==> config.mk <==
export PLATFORM = sky130hd
export DESIGN_NAME = tgc_gate_ctrl
export DESIGN_NICKNAME = d
export VERILOG_FILES = /design/src/tgc_pkg.sv /design/src/tgc_sync.sv /design/src/tgc_pulse.sv /design/src/tgc_gate_ctrl.sv
export VERILOG_INCLUDE_DIRS = /design/src
export SDC_FILE = /design/constraint.sdc
export NUM_CORES = 1
export LEC_CHECK = 0
export BUFFER_PORTS_ARGS = -buffer_cell sky130_fd_sc_hd__clkbuf_2
export CORE_UTILIZATION = 45
export CTS_CLUSTER_DIAMETER = 60
export DETAILED_ROUTE_END_ITERATION = 8
export GPL_ROUTABILITY_DRIVEN = 0
export PLACE_DENSITY = 0.79
export SLEW_MARGIN = 20
export SYNTH_ARGS = -nofsm -noshare
export SYNTH_HDL_FRONTEND = slang
export SYNTH_SLANG_ARGS = --single-unit
==> constraint.sdc <==
create_clock -name pclk -period 2.35 [get_ports pclk]
set_input_delay 0.1175 -clock pclk [delete_from_list [all_inputs] [get_ports pclk]]
set_output_delay 0.1175 -clock pclk [all_outputs]
set_load 0.1 [all_outputs]
==> src/tgc_params.svh <==
// Register offsets, field positions, reset values and timing counts for the timer gate control
`ifndef TGC_PARAMS_SVH
`define TGC_PARAMS_SVH

`define TGC_OFF_GATE_CTRL   12'h000
`define TGC_OFF_MAIN_CTRL   12'h004
`define TGC_BIT_GE          7
`define TGC_BIT_POL         6
`define TGC_BIT_TM          5
`define TGC_BIT_SPM         4
`define TGC_BIT_GO          3
`define TGC_BIT_VAL         2
`define TGC_BIT_SS_HI       1
`define TGC_BIT_SS_LO       0
`define TGC_BIT_TMR_ON      0
`define TGC_RST_GATE_CTRL   8'h00
`define TGC_SYNC_STAGES     3

`endif

==> src/tgc_pkg.sv <==
// Types shared by the timer gate control block
package tgc_pkg;
  typedef enum logic [1:0] {
    TGC_SRC_PIN    = 2'b00,
    TGC_SRC_PAIRED = 2'b01,
    TGC_SRC_CMP1   = 2'b10,
    TGC_SRC_CMP2   = 2'b11
  } tgc_src_t;

  typedef struct packed {
    logic     gate_enable;
    logic     gate_polarity;
    logic     gate_toggle_mode;
    logic     gate_single_pulse_mode;
    tgc_src_t gate_source_select;
  } tgc_cfg_t;

  typedef struct packed {
    logic gate_pin;
    logic paired_match;
    logic cmp1_out;
    logic cmp2_out;
  } tgc_gate_in_t;
endpackage

==> src/tgc_sync.sv <==
// Three-stage synchroniser with agreement filter for asynchronous gate inputs
`timescale 1ns/1ps
`default_nettype none
module tgc_sync #(
  parameter int WIDTH = 4
) (
  input  wire logic             pclk,
  input  wire logic             presetn,
  input  wire logic             ce,
  input  wire logic [WIDTH-1:0] async_in,
  output var  logic [WIDTH-1:0] sync_out
);
  logic [WIDTH-1:0] stage1;
  logic [WIDTH-1:0] stage2;
  logic [WIDTH-1:0] stage3;
  logic [WIDTH-1:0] next_sync_out;

  // Refuse a width that leaves nothing to synchronise
  if (WIDTH < 1) begin : g_width_check
    $error("tgc_sync: WIDTH must be positive");
  end

  // Output moves only once stages two and three agree
  always_comb begin
    next_sync_out = sync_out;
    for (int i = 0; i < WIDTH; i++) begin
      if (stage2[i] == stage3[i]) begin
        next_sync_out[i] = stage3[i];
      end
    end
  end

  always_ff @(posedge pclk or negedge presetn) begin
    if (!presetn) begin
      stage1   <= '0;
      stage2   <= '0;
      stage3   <= '0;
      sync_out <= '0;
    end else if (ce) begin
      stage1   <= async_in;
      stage2   <= stage1;
      stage3   <= stage2;
      sync_out <= next_sync_out;
    end
  end
endmodule
`default_nettype wire

==> src/tgc_pulse.sv <==
// Toggle and single-pulse gate stages
`timescale 1ns/1ps
`default_nettype none
module tgc_pulse (
  input  wire logic pclk,
  input  wire logic presetn,
  input  wire logic ce,
  input  wire logic gate_in,
  input  wire logic toggle_mode,
  input  wire logic single_pulse_mode,
  input  wire logic arm,
  output var  logic status_armed,
  output var  logic gate_out
);
  import tgc_pkg::*;

  typedef enum logic [1:0] {TGC_SP_IDLE, TGC_SP_WAIT, TGC_SP_OPEN} tgc_sp_t;

  logic    gate_prev;
  logic    toggle_ff;
  logic    next_toggle_ff;
  logic    tgl_prev;
  logic    tgl_gate;
  tgc_sp_t sp_state;
  tgc_sp_t next_sp_state;

  // Toggle flip-flop flips on each rising gate edge; cleared while toggle mode is off
  always_comb begin
    next_toggle_ff = toggle_ff;
    if (!toggle_mode) begin
      next_toggle_ff = 1'b0;
    end else if (gate_in && !gate_prev) begin
      next_toggle_ff = !toggle_ff;
    end
  end

  assign tgl_gate = toggle_mode ? toggle_ff : gate_in;

  // Armed acquisition passes exactly one active pulse, then holds gate closed
  always_comb begin
    next_sp_state = sp_state;
    unique case (sp_state)
      TGC_SP_IDLE: begin
        if (arm) next_sp_state = TGC_SP_WAIT;
      end
      TGC_SP_WAIT: begin
        if (tgl_gate && !tgl_prev) next_sp_state = TGC_SP_OPEN;
      end
      TGC_SP_OPEN: begin
        if (!tgl_gate) next_sp_state = TGC_SP_IDLE;
      end
    endcase
    if (!single_pulse_mode) next_sp_state = TGC_SP_IDLE;
  end

  always_ff @(posedge pclk or negedge presetn) begin
    if (!presetn) begin
      gate_prev <= 1'b0;
      toggle_ff <= 1'b0;
      tgl_prev  <= 1'b0;
      sp_state  <= TGC_SP_IDLE;
    end else if (ce) begin
      gate_prev <= gate_in;
      toggle_ff <= next_toggle_ff;
      tgl_prev  <= tgl_gate;
      sp_state  <= next_sp_state;
    end
  end

  assign status_armed = (sp_state != TGC_SP_IDLE);
  assign gate_out = single_pulse_mode ? (sp_state == TGC_SP_OPEN && tgl_gate) : tgl_gate;

  a_single_pulse_close: assert property (@(posedge pclk) disable iff (!presetn)
    ce && sp_state == TGC_SP_OPEN && !tgl_gate && single_pulse_mode && !arm
    |=> !status_armed && !gate_out)
    else $error("single pulse did not close the gate");
  a_toggle_clear: assert property (@(posedge pclk) disable iff (!presetn)
    ce && !toggle_mode |=> !toggle_ff)
    else $error("toggle flip-flop not cleared");
  a_toggle_flip: assert property (@(posedge pclk) disable iff (!presetn)
    ce && toggle_mode && gate_in && !gate_prev |=> toggle_ff != $past(toggle_ff))
    else $error("toggle flip-flop missed a rising edge");
endmodule
`default_nettype wire

==> src/tgc_gate_ctrl.sv <==
// Timer gate control: APB registers, source select, polarity, toggle and single-pulse gating
`timescale 1ns/1ps
`default_nettype none
`include "tgc_params.svh"
module tgc_gate_ctrl (
  input  wire logic                  pclk,
  input  wire logic                  presetn,
  input  wire logic                  ce,
  input  wire logic                  psel,
  input  wire logic                  penable,
  input  wire logic                  pwrite,
  input  wire logic [11:0]           paddr,
  input  wire logic [31:0]           pwdata,
  input  wire logic [3:0]            pstrb,
  output var  logic [31:0]           prdata,
  output logic                       pready,
  output logic                       pslverr,
  input  wire tgc_pkg::tgc_gate_in_t gate_inputs,
  output var  logic                  count_enable,
  output logic                       lf_osc_request
);
  import tgc_pkg::*;

  tgc_cfg_t     cfg;
  tgc_cfg_t     next_cfg;
  logic         timer_on;
  logic         next_timer_on;
  logic         arm_pulse;
  logic         next_arm_pulse;
  logic [31:0]  next_prdata;
  logic         next_count_enable;
  logic [3:0]   sync_vec;
  tgc_gate_in_t gsync;
  logic         src_level;
  logic         pol_level;
  logic         pulse_gate;
  logic         pulse_armed;
  logic         acc_wr;
  logic         acc_rd;
  logic         hit_gate;
  logic         hit_main;

  // Decode a word address onto one register
  function automatic logic addr_hit(input logic [11:0] a, input logic [11:0] off);
    return (a[11:2] == off[11:2]);
  endfunction

  tgc_sync #(
    .WIDTH (4)
  ) u_sync (
    .pclk     (pclk),
    .presetn  (presetn),
    .ce       (ce),
    .async_in (gate_inputs),
    .sync_out (sync_vec)
  );
  assign gsync = tgc_gate_in_t'(sync_vec);

  // Paired input is the next timer's period-match strobe
  always_comb begin
    unique case (cfg.gate_source_select)
      TGC_SRC_PIN:    src_level = gsync.gate_pin;
      TGC_SRC_PAIRED: src_level = gsync.paired_match;
      TGC_SRC_CMP1:   src_level = gsync.cmp1_out;
      TGC_SRC_CMP2:   src_level = gsync.cmp2_out;
    endcase
  end

  // Active level normalised to high
  assign pol_level = cfg.gate_polarity ? src_level : !src_level;

  tgc_pulse u_pulse (
    .pclk              (pclk),
    .presetn           (presetn),
    .ce                (ce),
    .gate_in           (pol_level),
    .toggle_mode       (cfg.gate_toggle_mode),
    .single_pulse_mode (cfg.gate_single_pulse_mode),
    .arm               (arm_pulse),
    .status_armed      (pulse_armed),
    .gate_out          (pulse_gate)
  );

  assign acc_wr   = psel && penable && pwrite;
  // Read data is loaded in the setup cycle so it stands through the access phase
  assign acc_rd   = psel && !penable && !pwrite;
  assign hit_gate = addr_hit(paddr, `TGC_OFF_GATE_CTRL);
  assign hit_main = addr_hit(paddr, `TGC_OFF_MAIN_CTRL);
  assign pready   = 1'b1;
  assign pslverr  = psel && penable && !(hit_gate || hit_main);

  // Register writes; the armed request is a one-cycle pulse
  always_comb begin
    next_cfg       = cfg;
    next_timer_on  = timer_on;
    next_arm_pulse = 1'b0;
    if (acc_wr && pstrb[0] && hit_gate) begin
      next_cfg.gate_enable            = pwdata[`TGC_BIT_GE];
      next_cfg.gate_polarity          = pwdata[`TGC_BIT_POL];
      next_cfg.gate_toggle_mode       = pwdata[`TGC_BIT_TM];
      next_cfg.gate_single_pulse_mode = pwdata[`TGC_BIT_SPM];
      next_cfg.gate_source_select     = tgc_src_t'(pwdata[`TGC_BIT_SS_HI:`TGC_BIT_SS_LO]);
      // Arming only takes effect when single-pulse mode stays on
      next_arm_pulse = pwdata[`TGC_BIT_GO] && pwdata[`TGC_BIT_SPM];
    end
    if (acc_wr && pstrb[0] && hit_main) begin
      next_timer_on = pwdata[`TGC_BIT_TMR_ON];
    end
  end

  // Read data captured at the setup edge
  always_comb begin
    next_prdata = prdata;
    if (acc_rd) begin
      next_prdata = 32'h0000_0000;
      if (hit_gate) begin
        next_prdata[`TGC_BIT_GE]  = cfg.gate_enable;
        next_prdata[`TGC_BIT_POL] = cfg.gate_polarity;
        next_prdata[`TGC_BIT_TM]  = cfg.gate_toggle_mode;
        next_prdata[`TGC_BIT_SPM] = cfg.gate_single_pulse_mode;
        next_prdata[`TGC_BIT_GO]  = pulse_armed;
        next_prdata[`TGC_BIT_VAL] = pulse_gate;
        next_prdata[`TGC_BIT_SS_HI:`TGC_BIT_SS_LO] = cfg.gate_source_select;
      end else if (hit_main) begin
        next_prdata[`TGC_BIT_TMR_ON] = timer_on;
      end
    end
  end

  // Counting permission
  always_comb begin
    next_count_enable = 1'b0;
    if (timer_on) begin
      next_count_enable = cfg.gate_enable ? pulse_gate : 1'b1;
    end
  end

  assign lf_osc_request = cfg.gate_enable;

  always_ff @(posedge pclk or negedge presetn) begin
    if (!presetn) begin
      cfg          <= tgc_cfg_t'(6'h00);
      timer_on     <= 1'b0;
      arm_pulse    <= 1'b0;
      prdata       <= 32'h0000_0000;
      count_enable <= 1'b0;
    end else if (ce) begin
      cfg          <= next_cfg;
      timer_on     <= next_timer_on;
      arm_pulse    <= next_arm_pulse;
      prdata       <= next_prdata;
      count_enable <= next_count_enable;
    end
  end

  a_timer_off_idle: assert property (@(posedge pclk) disable iff (!presetn)
    ce && !timer_on |=> !count_enable)
    else $error("counting while timer off");
  a_gate_enabled_follow: assert property (@(posedge pclk) disable iff (!presetn)
    ce && timer_on && cfg.gate_enable |=> count_enable == $past(pulse_gate))
    else $error("count enable does not follow gate");
  a_free_running: assert property (@(posedge pclk) disable iff (!presetn)
    ce && timer_on && !cfg.gate_enable |=> count_enable)
    else $error("timer not counting with gate disabled");
  a_polarity_low: assert property (@(posedge pclk) disable iff (!presetn)
    !cfg.gate_polarity |-> pol_level == !src_level)
    else $error("polarity inversion wrong");
  a_source_cmp2: assert property (@(posedge pclk) disable iff (!presetn)
    cfg.gate_source_select == TGC_SRC_CMP2 |-> src_level == gsync.cmp2_out)
    else $error("source select 11 not comparator 2");
  a_spm_clear_status: assert property (@(posedge pclk) disable iff (!presetn)
    ce && !cfg.gate_single_pulse_mode |=> !pulse_armed)
    else $error("status not cleared with single pulse mode off");
  a_osc_request: assert property (@(posedge pclk) disable iff (!presetn)
    lf_osc_request == cfg.gate_enable)
    else $error("oscillator request mismatch");
  a_read_value: assert property (@(posedge pclk) disable iff (!presetn)
    ce && acc_rd && hit_gate |=> prdata[`TGC_BIT_VAL] == $past(pulse_gate))
    else $error("gate value read wrong");

  c_gated_count: cover property (@(posedge pclk) timer_on && cfg.gate_enable && count_enable);
  c_toggle_run:  cover property (@(posedge pclk) cfg.gate_toggle_mode && pulse_gate);
  c_pulse_done:  cover property (@(posedge pclk) $fell(pulse_armed) && cfg.gate_single_pulse_mode);
endmodule
`default_nettype wire

==> results of run 1 <==
==> synth_stat cells, drive strengths merged, types with 3 or more instances <==
library cell	instances
buf	28
a22o	7
a21oi	5
nand2	8
nor2	7
mux2	16
o21ai	18
inv	9
nor2b	3
ha	3
dfrtp	38
nand3	3
==> through the flow <==
stage,hold slack [ns],worst slack [ns]
floorplan,-0.178,0.499
global placement,0.293,0.388
detailed placement,0.302,0.416
CTS,0.0465,0.394
global route,0.0503,0.295
finish,0.0561,0.395
==> worst min path at each step <==
| stage | start | endpoint | cells past startpoint | slack (ns) |
|---|---|---|---|---|
| after floorplan | presetn | arm_pulse$_DFFE_PN0P_ | 0 | -0.18 |
| after global placement | presetn | u_sync.stage1[0]$_DFFE_PN0P_ | 1 | 0.29 |
| after detailed placement | presetn | u_sync.stage3[0]$_DFFE_PN0P_ | 1 | 0.30 |
| after CTS | gate_inputs[2] | u_sync.stage1[2]$_DFFE_PN0P_ | 2 | 0.05 |
| after global routing | gate_inputs[3] | u_sync.stage1[3]$_DFFE_PN0P_ | 2 | 0.05 |
| final | gate_inputs[2] | u_sync.stage1[2]$_DFFE_PN0P_ | 2 | 0.06 |
==> registers in the layout, summed over array words and instances (netlist names) <==
name	cells
arm_pulse	1
u_sync.sync_out	4
u_sync.stage3	4
u_pulse.gate_prev	1
u_pulse.tgl_prev	1
u_pulse.sp_state	2
u_sync.stage2	4
timer_on	1
cfg	5
u_pulse.toggle_ff	1
prdata	8
u_sync.stage1	4
count_enable	1
lf_osc_request	1
==> per-layer routing <==
| layer | vias to the layer above | global-route usage | share of wire |
|---|---|---|---|
| met5 | - | 0 | 0 |
| met4 | 0 | 0.0878 | 0.019 |
| met3 | 6 | 0.0462 | 0.041 |
| met2 | 35 | 0.307 | 0.51 |
| met1 | 621 | 0.176 | 0.43 |
| li1 | 613 | - | - |
==> logic make-up (layout without fill, tap and decap cells) <==
| group | after synthesis | in the layout | share of synthesized area |
|---|---|---|---|
| adders and majority gates | 3 | 3 | 0.0199 |
| xor gates and xnor gates | 1 | 1 | 0.00861 |
| buffers and inverters | 38 | 55 | 0.126 |
| muxes | 19 | 19 | 0.120 |
| DFF | 38 | 38 | 0.503 |
| AOI/OAI and AO/OA | 37 | 37 | 0.130 |
| other | 2 | 25 | 0.00397 |
| and+or+nand+nor | 30 | 30 | 0.0880 |
==> power breakdown <==
group | leakage (nW) | internal [W] | switching, W
Sequential | 0.491 | 0.000728 | 0.0000445
Combinational | 0.547 | 0.000102 | 0.000286
Clock | 0.0431 | 0.000226 | 0.000209
==> timing repair <==
| item | in CTS | in global routing |
|---|---|---|
| endpoints found under the hold margin | 38 | 0 |
| setup buffers | 0 | 0 |
| hold buffers | 1 | 0 |
==> area by class of cell <==
type | count | share of cell area
Tap cell | 50 | 0.0294
Inverter | 9 | 0.0159
Multi-Input combinational cell | 115 | 0.370
Clock buffer | 6 | 0.0389
Sequential cell | 38 | 0.448
Timing Repair Buffer | 40 | 0.0978
==> critical path, cell delays in order, from the launching register on <==
cell	delay, ns
dfrtp_1	0.38
mux4_1	0.60
xnor2_2	0.19
a221o_1	0.36
a21oi_1	0.16
mux2i_1	0.19
==> run metrics, run 1 <==
outcome=finished, final reports clean; initial antenna violation count=0; CTS resizes=0; largest net degree at the start of global routing=39; CTS buffer count=5; commonest register cell after synthesis=dfrtp_1; cell taking the most area after synthesis=dfrtp_1; Mapped Cells=168; sequential share of the synthesized area=0.503; Max VDD drop=0.000442 V; Final Cell Area=0.00212 mm^2; Critical R2R Launch=cfg[0]$_DFFE_PN0P_; height of the die=66.8 um; Hold Path Class=in2reg; Core Area=0.00403 mm^2; number of antenna diodes=0; worst path required time=2.57 ns; Wirelength per Cell=12.4 um; most frequent cells in the layout=dfrtp_1, clkbuf_2, conb_1, o21ai_0, mux2_2; ys async rst share=1.00; Crit. Startpoint=cfg[0]$_DFFE_PN0P_; H-tree levels=2; Final Cycle Share=0.832; Final Total Pwr=0.00160 W; post-detail-place hpwl=2370 um; max-slew violation count=0; CTS Sinks=38; dpl cell area=0.00203 mm^2; largest fanout on the critical path=5; Slew HR=0.388; DRC viols=0; reg2reg path depth=5; IO Pins=94; CTS tree=built; synthesized area per cell=11.3 um^2; Max Cap Viol=0; CTS Root Cell=clkbuf_8; nets=270; R2R Path End=u_pulse.sp_state[0]$_DFFE_PN0P_; top cells by area, synth=dfrtp_1, buf_4, mux2_2, o21ai_0, a22o_1; DR vias=1275; Fmax=0.512 GHz; Leakage=1.08 nW; Setup-failing EPs final=0; ANT nets after route=0; Yosys reg bits=38; clock buffer depth=2; drt pass-1 iters=5; Register Area=951 um^2; R2R setup slack=0.40 ns; Startpoint Class=flip-flop; Worst Skew=0.00444 ns; Post-synth EDFFs=0; Area growth syn-to-layout=12.4%; final wirelength=3200 um; vias in the first global route=1277; Vias/cell=4.94; grt total ovfl=0; worst-margin pin slew=0.918 ns; CP Data Arrival Time=2.17 ns; starting density of the core=0.469; Setup crit end=u_pulse.sp_state[0]$_DFFE_PN0P_; Sum Neg Setup Slack=0 ns; PwrDens=751 mW/mm^2; Placed Cells=251; RSZ-0062 raised after global routing=false; FILL cells=366; kind of critical path=reg2reg; Final Non-Filler Cells=258; die area=0.00446 mm^2; share of cells above drive strength 1=0.322; Initial DRC Count=62; top-area cell type share of the netlist area=0.503; Hold Violations, Final=0; CTS clock-pin slew for the worst setup and hold paths=0.07 ns; port buffer count=38; multi-input logic area=787 um^2; clock latency on the worst-skew pair=0.29 ns; die span in x=66.8 um; Netlist Area Pre-Place=0.00189 mm^2; post-layout util=0.527; post-layout min period=1.95 ns; synth unique cells=35; first-pass GRT wire length=5460 um; Critical Path End Type=flip-flop; Rows=23; Yosys warnings=0; aggregate global-route resource usage=0.170
No activity file was read; power rests on OpenSTA's default activity.
==> run 2: changes to the inputs <==
--- a/config.mk
+++ b/config.mk
@@ -6,12 +6,13 @@
 export SDC_FILE = /design/constraint.sdc
 export NUM_CORES = 1
 export LEC_CHECK = 0
+export ABC_AREA = 1
 export BUFFER_PORTS_ARGS = -buffer_cell sky130_fd_sc_hd__clkbuf_2
-export CORE_UTILIZATION = 45
+export CORE_UTILIZATION = 41
 export CTS_CLUSTER_DIAMETER = 60
 export DETAILED_ROUTE_END_ITERATION = 8
 export GPL_ROUTABILITY_DRIVEN = 0
-export PLACE_DENSITY = 0.79
+export PLACE_DENSITY = 0.75
 export SLEW_MARGIN = 20
 export SYNTH_ARGS = -nofsm -noshare
 export SYNTH_HDL_FRONTEND = slang
==> constraint.sdc (replaced) <==
create_clock -name pclk -period 1.6 [get_ports pclk]
set_input_delay 0.08 -clock pclk [delete_from_list [all_inputs] [get_ports pclk]]
set_output_delay 0.08 -clock pclk [all_outputs]
set_load 0.1 [all_outputs]
==> run metrics, run 2 <==
initial antenna violation count=0 (unchanged); Leakage=1.22 nW (was 1.08 nW); Hold Violations, Final=0 (unchanged); Netlist Area Pre-Place=0.00191 mm^2 (was 0.00189 mm^2); synth unique cells=23 (was 35); clock latency on the worst-skew pair=0.28 ns (was 0.29 ns); Max Cap Viol=0 (unchanged); Startpoint Class=flip-flop (unchanged); number of flip-flops in the largest register=8 (unchanged); DRC viols=0 (unchanged); RSZ-0062 raised after global routing=false (unchanged); post-layout util=0.499 (was 0.527); Commonest cells post-synth=nand2_1, dfrtp_1, o21ai_0 (was dfrtp_1, buf_4, o21ai_0); CTS buffer count=5 (unchanged); CTS clock-pin slew for the worst setup and hold paths=0.07 ns (about the same); starting density of the core=0.433 (was 0.469); ys async rst share=1.00 (unchanged); kind of critical path=reg2reg (unchanged); Wirelength per Cell=10.1 um (was 12.4 um); share of cells above drive strength 1=0.204 (was 0.322); drt pass-1 iters=4 (was 5); Critical Path End Type=flip-flop (unchanged); worst setup margin=0.214 ns (was 0.395 ns); cell family with most CP delay=simple AND/OR/NAND/NOR gates (was multiplexers); port buffer count=38 (unchanged); CTS Sinks=38 (unchanged); CTS Root Cell=clkbuf_8 (unchanged); PwrDens=1120 mW/mm^2 (was 751 mW/mm^2); CP Data Arrival Time=1.56 ns (was 2.17 ns); Largest Register=prdata (unchanged); CP cell instances=inv_2, nand2_1, nand3_1, nand2_1, nand2_1, nand3_1, nand3_1, nand2_1, inv_1, nand2_1, nand2_1, nand2_1 (was mux4_1, xnor2_2, a221o_1, a21oi_1, mux2i_1); die area=0.00494 mm^2 (was 0.00446 mm^2); sequential share of the synthesized area=0.498 (was 0.503); dpl cell area=0.00209 mm^2 (was 0.00203 mm^2); Sum Neg Setup Slack=0 ns (unchanged); die span in x=70.3 um (was 66.8 um); Final Cell Area=0.00220 mm^2 (was 0.00212 mm^2); largest fanout on the critical path=4 (was 5); Core Area=0.00441 mm^2 (was 0.00403 mm^2); Yosys reg bits=38 (unchanged); top cells by area, synth=dfrtp_1, nand2_1, buf_4, o21ai_0, inv_1 (was dfrtp_1, buf_4, mux2_2, o21ai_0, a22o_1); FILL cells=435 (was 366); post-layout min period=1.39 ns (was 1.95 ns); Worst Skew=0.00428 ns (was 0.00444 ns); synthesized area per cell=8.27 um^2 (was 11.3 um^2); commonest register cell after synthesis=dfrtp_1 (unchanged); CTS tree=built (unchanged); cell taking the most area after synthesis=dfrtp_1 (unchanged); Top cell by count, worst path=nand2_1; Max VDD drop=0.000441 V (was 0.000442 V); CP Buf/Inv Count=2 (was 0); CP max stage cell=dfrtp_1 (was mux4_1); clock buffer depth=2 (unchanged); vias in the first global route=1405 (was 1277); post-detail-place hpwl=2540 um (was 2370 um); Mapped Cells=231 (was 168); worst-margin pin slew=0.545 ns (was 0.918 ns); DP Worst Slack=0.108 ns (was 0.416 ns); IO Pins=94 (unchanged); Setup-failing EPs final=0 (unchanged); worst path required time=1.78 ns (was 2.57 ns); top-area cell type share of the netlist area=0.498 (was 0.503); first-pass GRT wire length=5740 um (was 5460 um); H-tree levels=2 (unchanged); aggregate global-route resource usage=0.146 (was 0.170); nets=339 (was 270); most common cell in the netlist=nand2_1 (was dfrtp_1); ANT nets after route=0 (unchanged); Rows=24 (was 23); Initial DRC Count=44 (was 62); Slew HR=0.638 (was 0.388); Hold Path Class=in2reg (unchanged); grt total ovfl=0 (unchanged); Critical Path Max Stage Delay=0.40 ns (was 0.60 ns); biggest regs=prdata (8), cfg (5) (unchanged); commonest non-fill, non-tap cell in the layout=nand2_1; largest net degree at the start of global routing=24 (was 39); Area growth syn-to-layout=15.3% (was 12.4%); most frequent cells in the layout=nand2_1, dfrtp_1, clkbuf_2, o21ai_0, inv_1 (was dfrtp_1, clkbuf_2, conb_1, o21ai_0, mux2_2); outcome=finished, final reports clean (unchanged); final wirelength=3330 um (was 3200 um); Fmax=0.722 GHz (was 0.512 GHz); DR vias=1527 (was 1275); number of antenna diodes=0 (unchanged); height of the die=70.3 um (was 66.8 um); Yosys warnings=0 (unchanged); Final Cycle Share=0.866 (was 0.832); Vias/cell=4.61 (was 4.94); Post-synth EDFFs=0 (unchanged); max-slew violation count=0 (unchanged)
-- run 2: changes by cell type after synthesis, moves of 4 or more --
cell and change:
a21oi_1 -4, nor2_1 +5, nand2_1 +55, a22o_1 -7
o21ai_0 +12, inv_1 +20, nand3_1 +11, mux2_2 -16
-- run 2: what timing repair did --
item,CTS,global route
hold buffers,2,0
gates resized for setup,0,2
setup endpoints to repair,0,3
hold endpoints to repair,14,0
setup buffers,0,0
-- run 2: through the flow --
stage	total power (W)	instances	hold slack [ns]
6_report	0.00247	331	0.00622
5_1_grt	0.00263	331	0.000576
4_1_cts	0.00250	331	0.00208
3_5_place_dp	0.00184	321	0.00858
3_3_place_gp	0.00181	321	0.00354
2_1_floorplan	0.00172	254	-0.216
-- run 2: cell type report --
cell class	instances	area, um^2	area share
Timing Repair Buffer	46	255	0.116
Sequential cell	38	951	0.432
Multi-Input combinational cell	159	734	0.334
Inverter	28	105	0.0477
Clock inverter	1	5.00	0.00227
Tap cell	52	65.1	0.0295
Clock buffer	7	86.3	0.0392
-- run 2: worst min-delay path, delay by kind of cell --
kind	cells	cell delay, ns
AO/OA/AOI/OAI	1	0.06
buffers and inverters	1	0.07
AND/OR/NAND/NOR	1	0.04
-- run 2: worst paths after layout --
path | cells after the start | slack [ns] | end | start
min in group asynchronous | 2 | 0.23 | u_sync.stage3[2]$_DFFE_PN0P_ | presetn
max in group asynchronous | 3 | 0.84 | prdata[7]$_DFFE_PN0P_ | presetn
worst max-delay path | 12 | 0.21 | u_pulse.sp_state[1]$_DFFE_PN0P_ | cfg[0]$_DFFE_PN0P_
worst max register to register | 12 | 0.21 | u_pulse.sp_state[1]$_DFFE_PN0P_ | cfg[0]$_DFFE_PN0P_
worst min-delay path | 3 | 0.006 | u_sync.stage1[0]$_DFFE_PN0P_ | gate_inputs[0]
worst min register to register | 2 | 0.47 | u_sync.stage1[3]$_DFFE_PN0P_ | u_sync.stage1[3]$_DFFE_PN0P_
-- run 2: cells by family after synthesis --
| family | count (synthesis) | synth area share |
|---|---|---|
| other | 2 | 0.00393 |
| buffers and inverters | 57 | 0.165 |
| adders and majority gates | 3 | 0.0196 |
| DFF | 38 | 0.498 |
| AOI/OAI and AO/OA | 36 | 0.103 |
| and+or+nand+nor | 95 | 0.211 |
-- run 2: routing by layer --
metal / global-route usage / part of all wire / vias to the layer above
li1: - / - / 769
met1: 0.172 / 0.46 / 693
met2: 0.243 / 0.46 / 57
met3: 0.0375 / 0.057 / 8
met4: 0.0778 / 0.023 / 0
met5: 0 / 0 / -
-- run 2: power by group --
part	internal (W)	switching [W]	total [W]	leakage (nW)
logic	0.000179	0.000518	0.000698	0.696
clock network	0.000347	0.000306	0.000654	0.0482
registers	0.00106	0.0000610	0.00112	0.472
total	0.00159	0.000886	0.00247	1.22
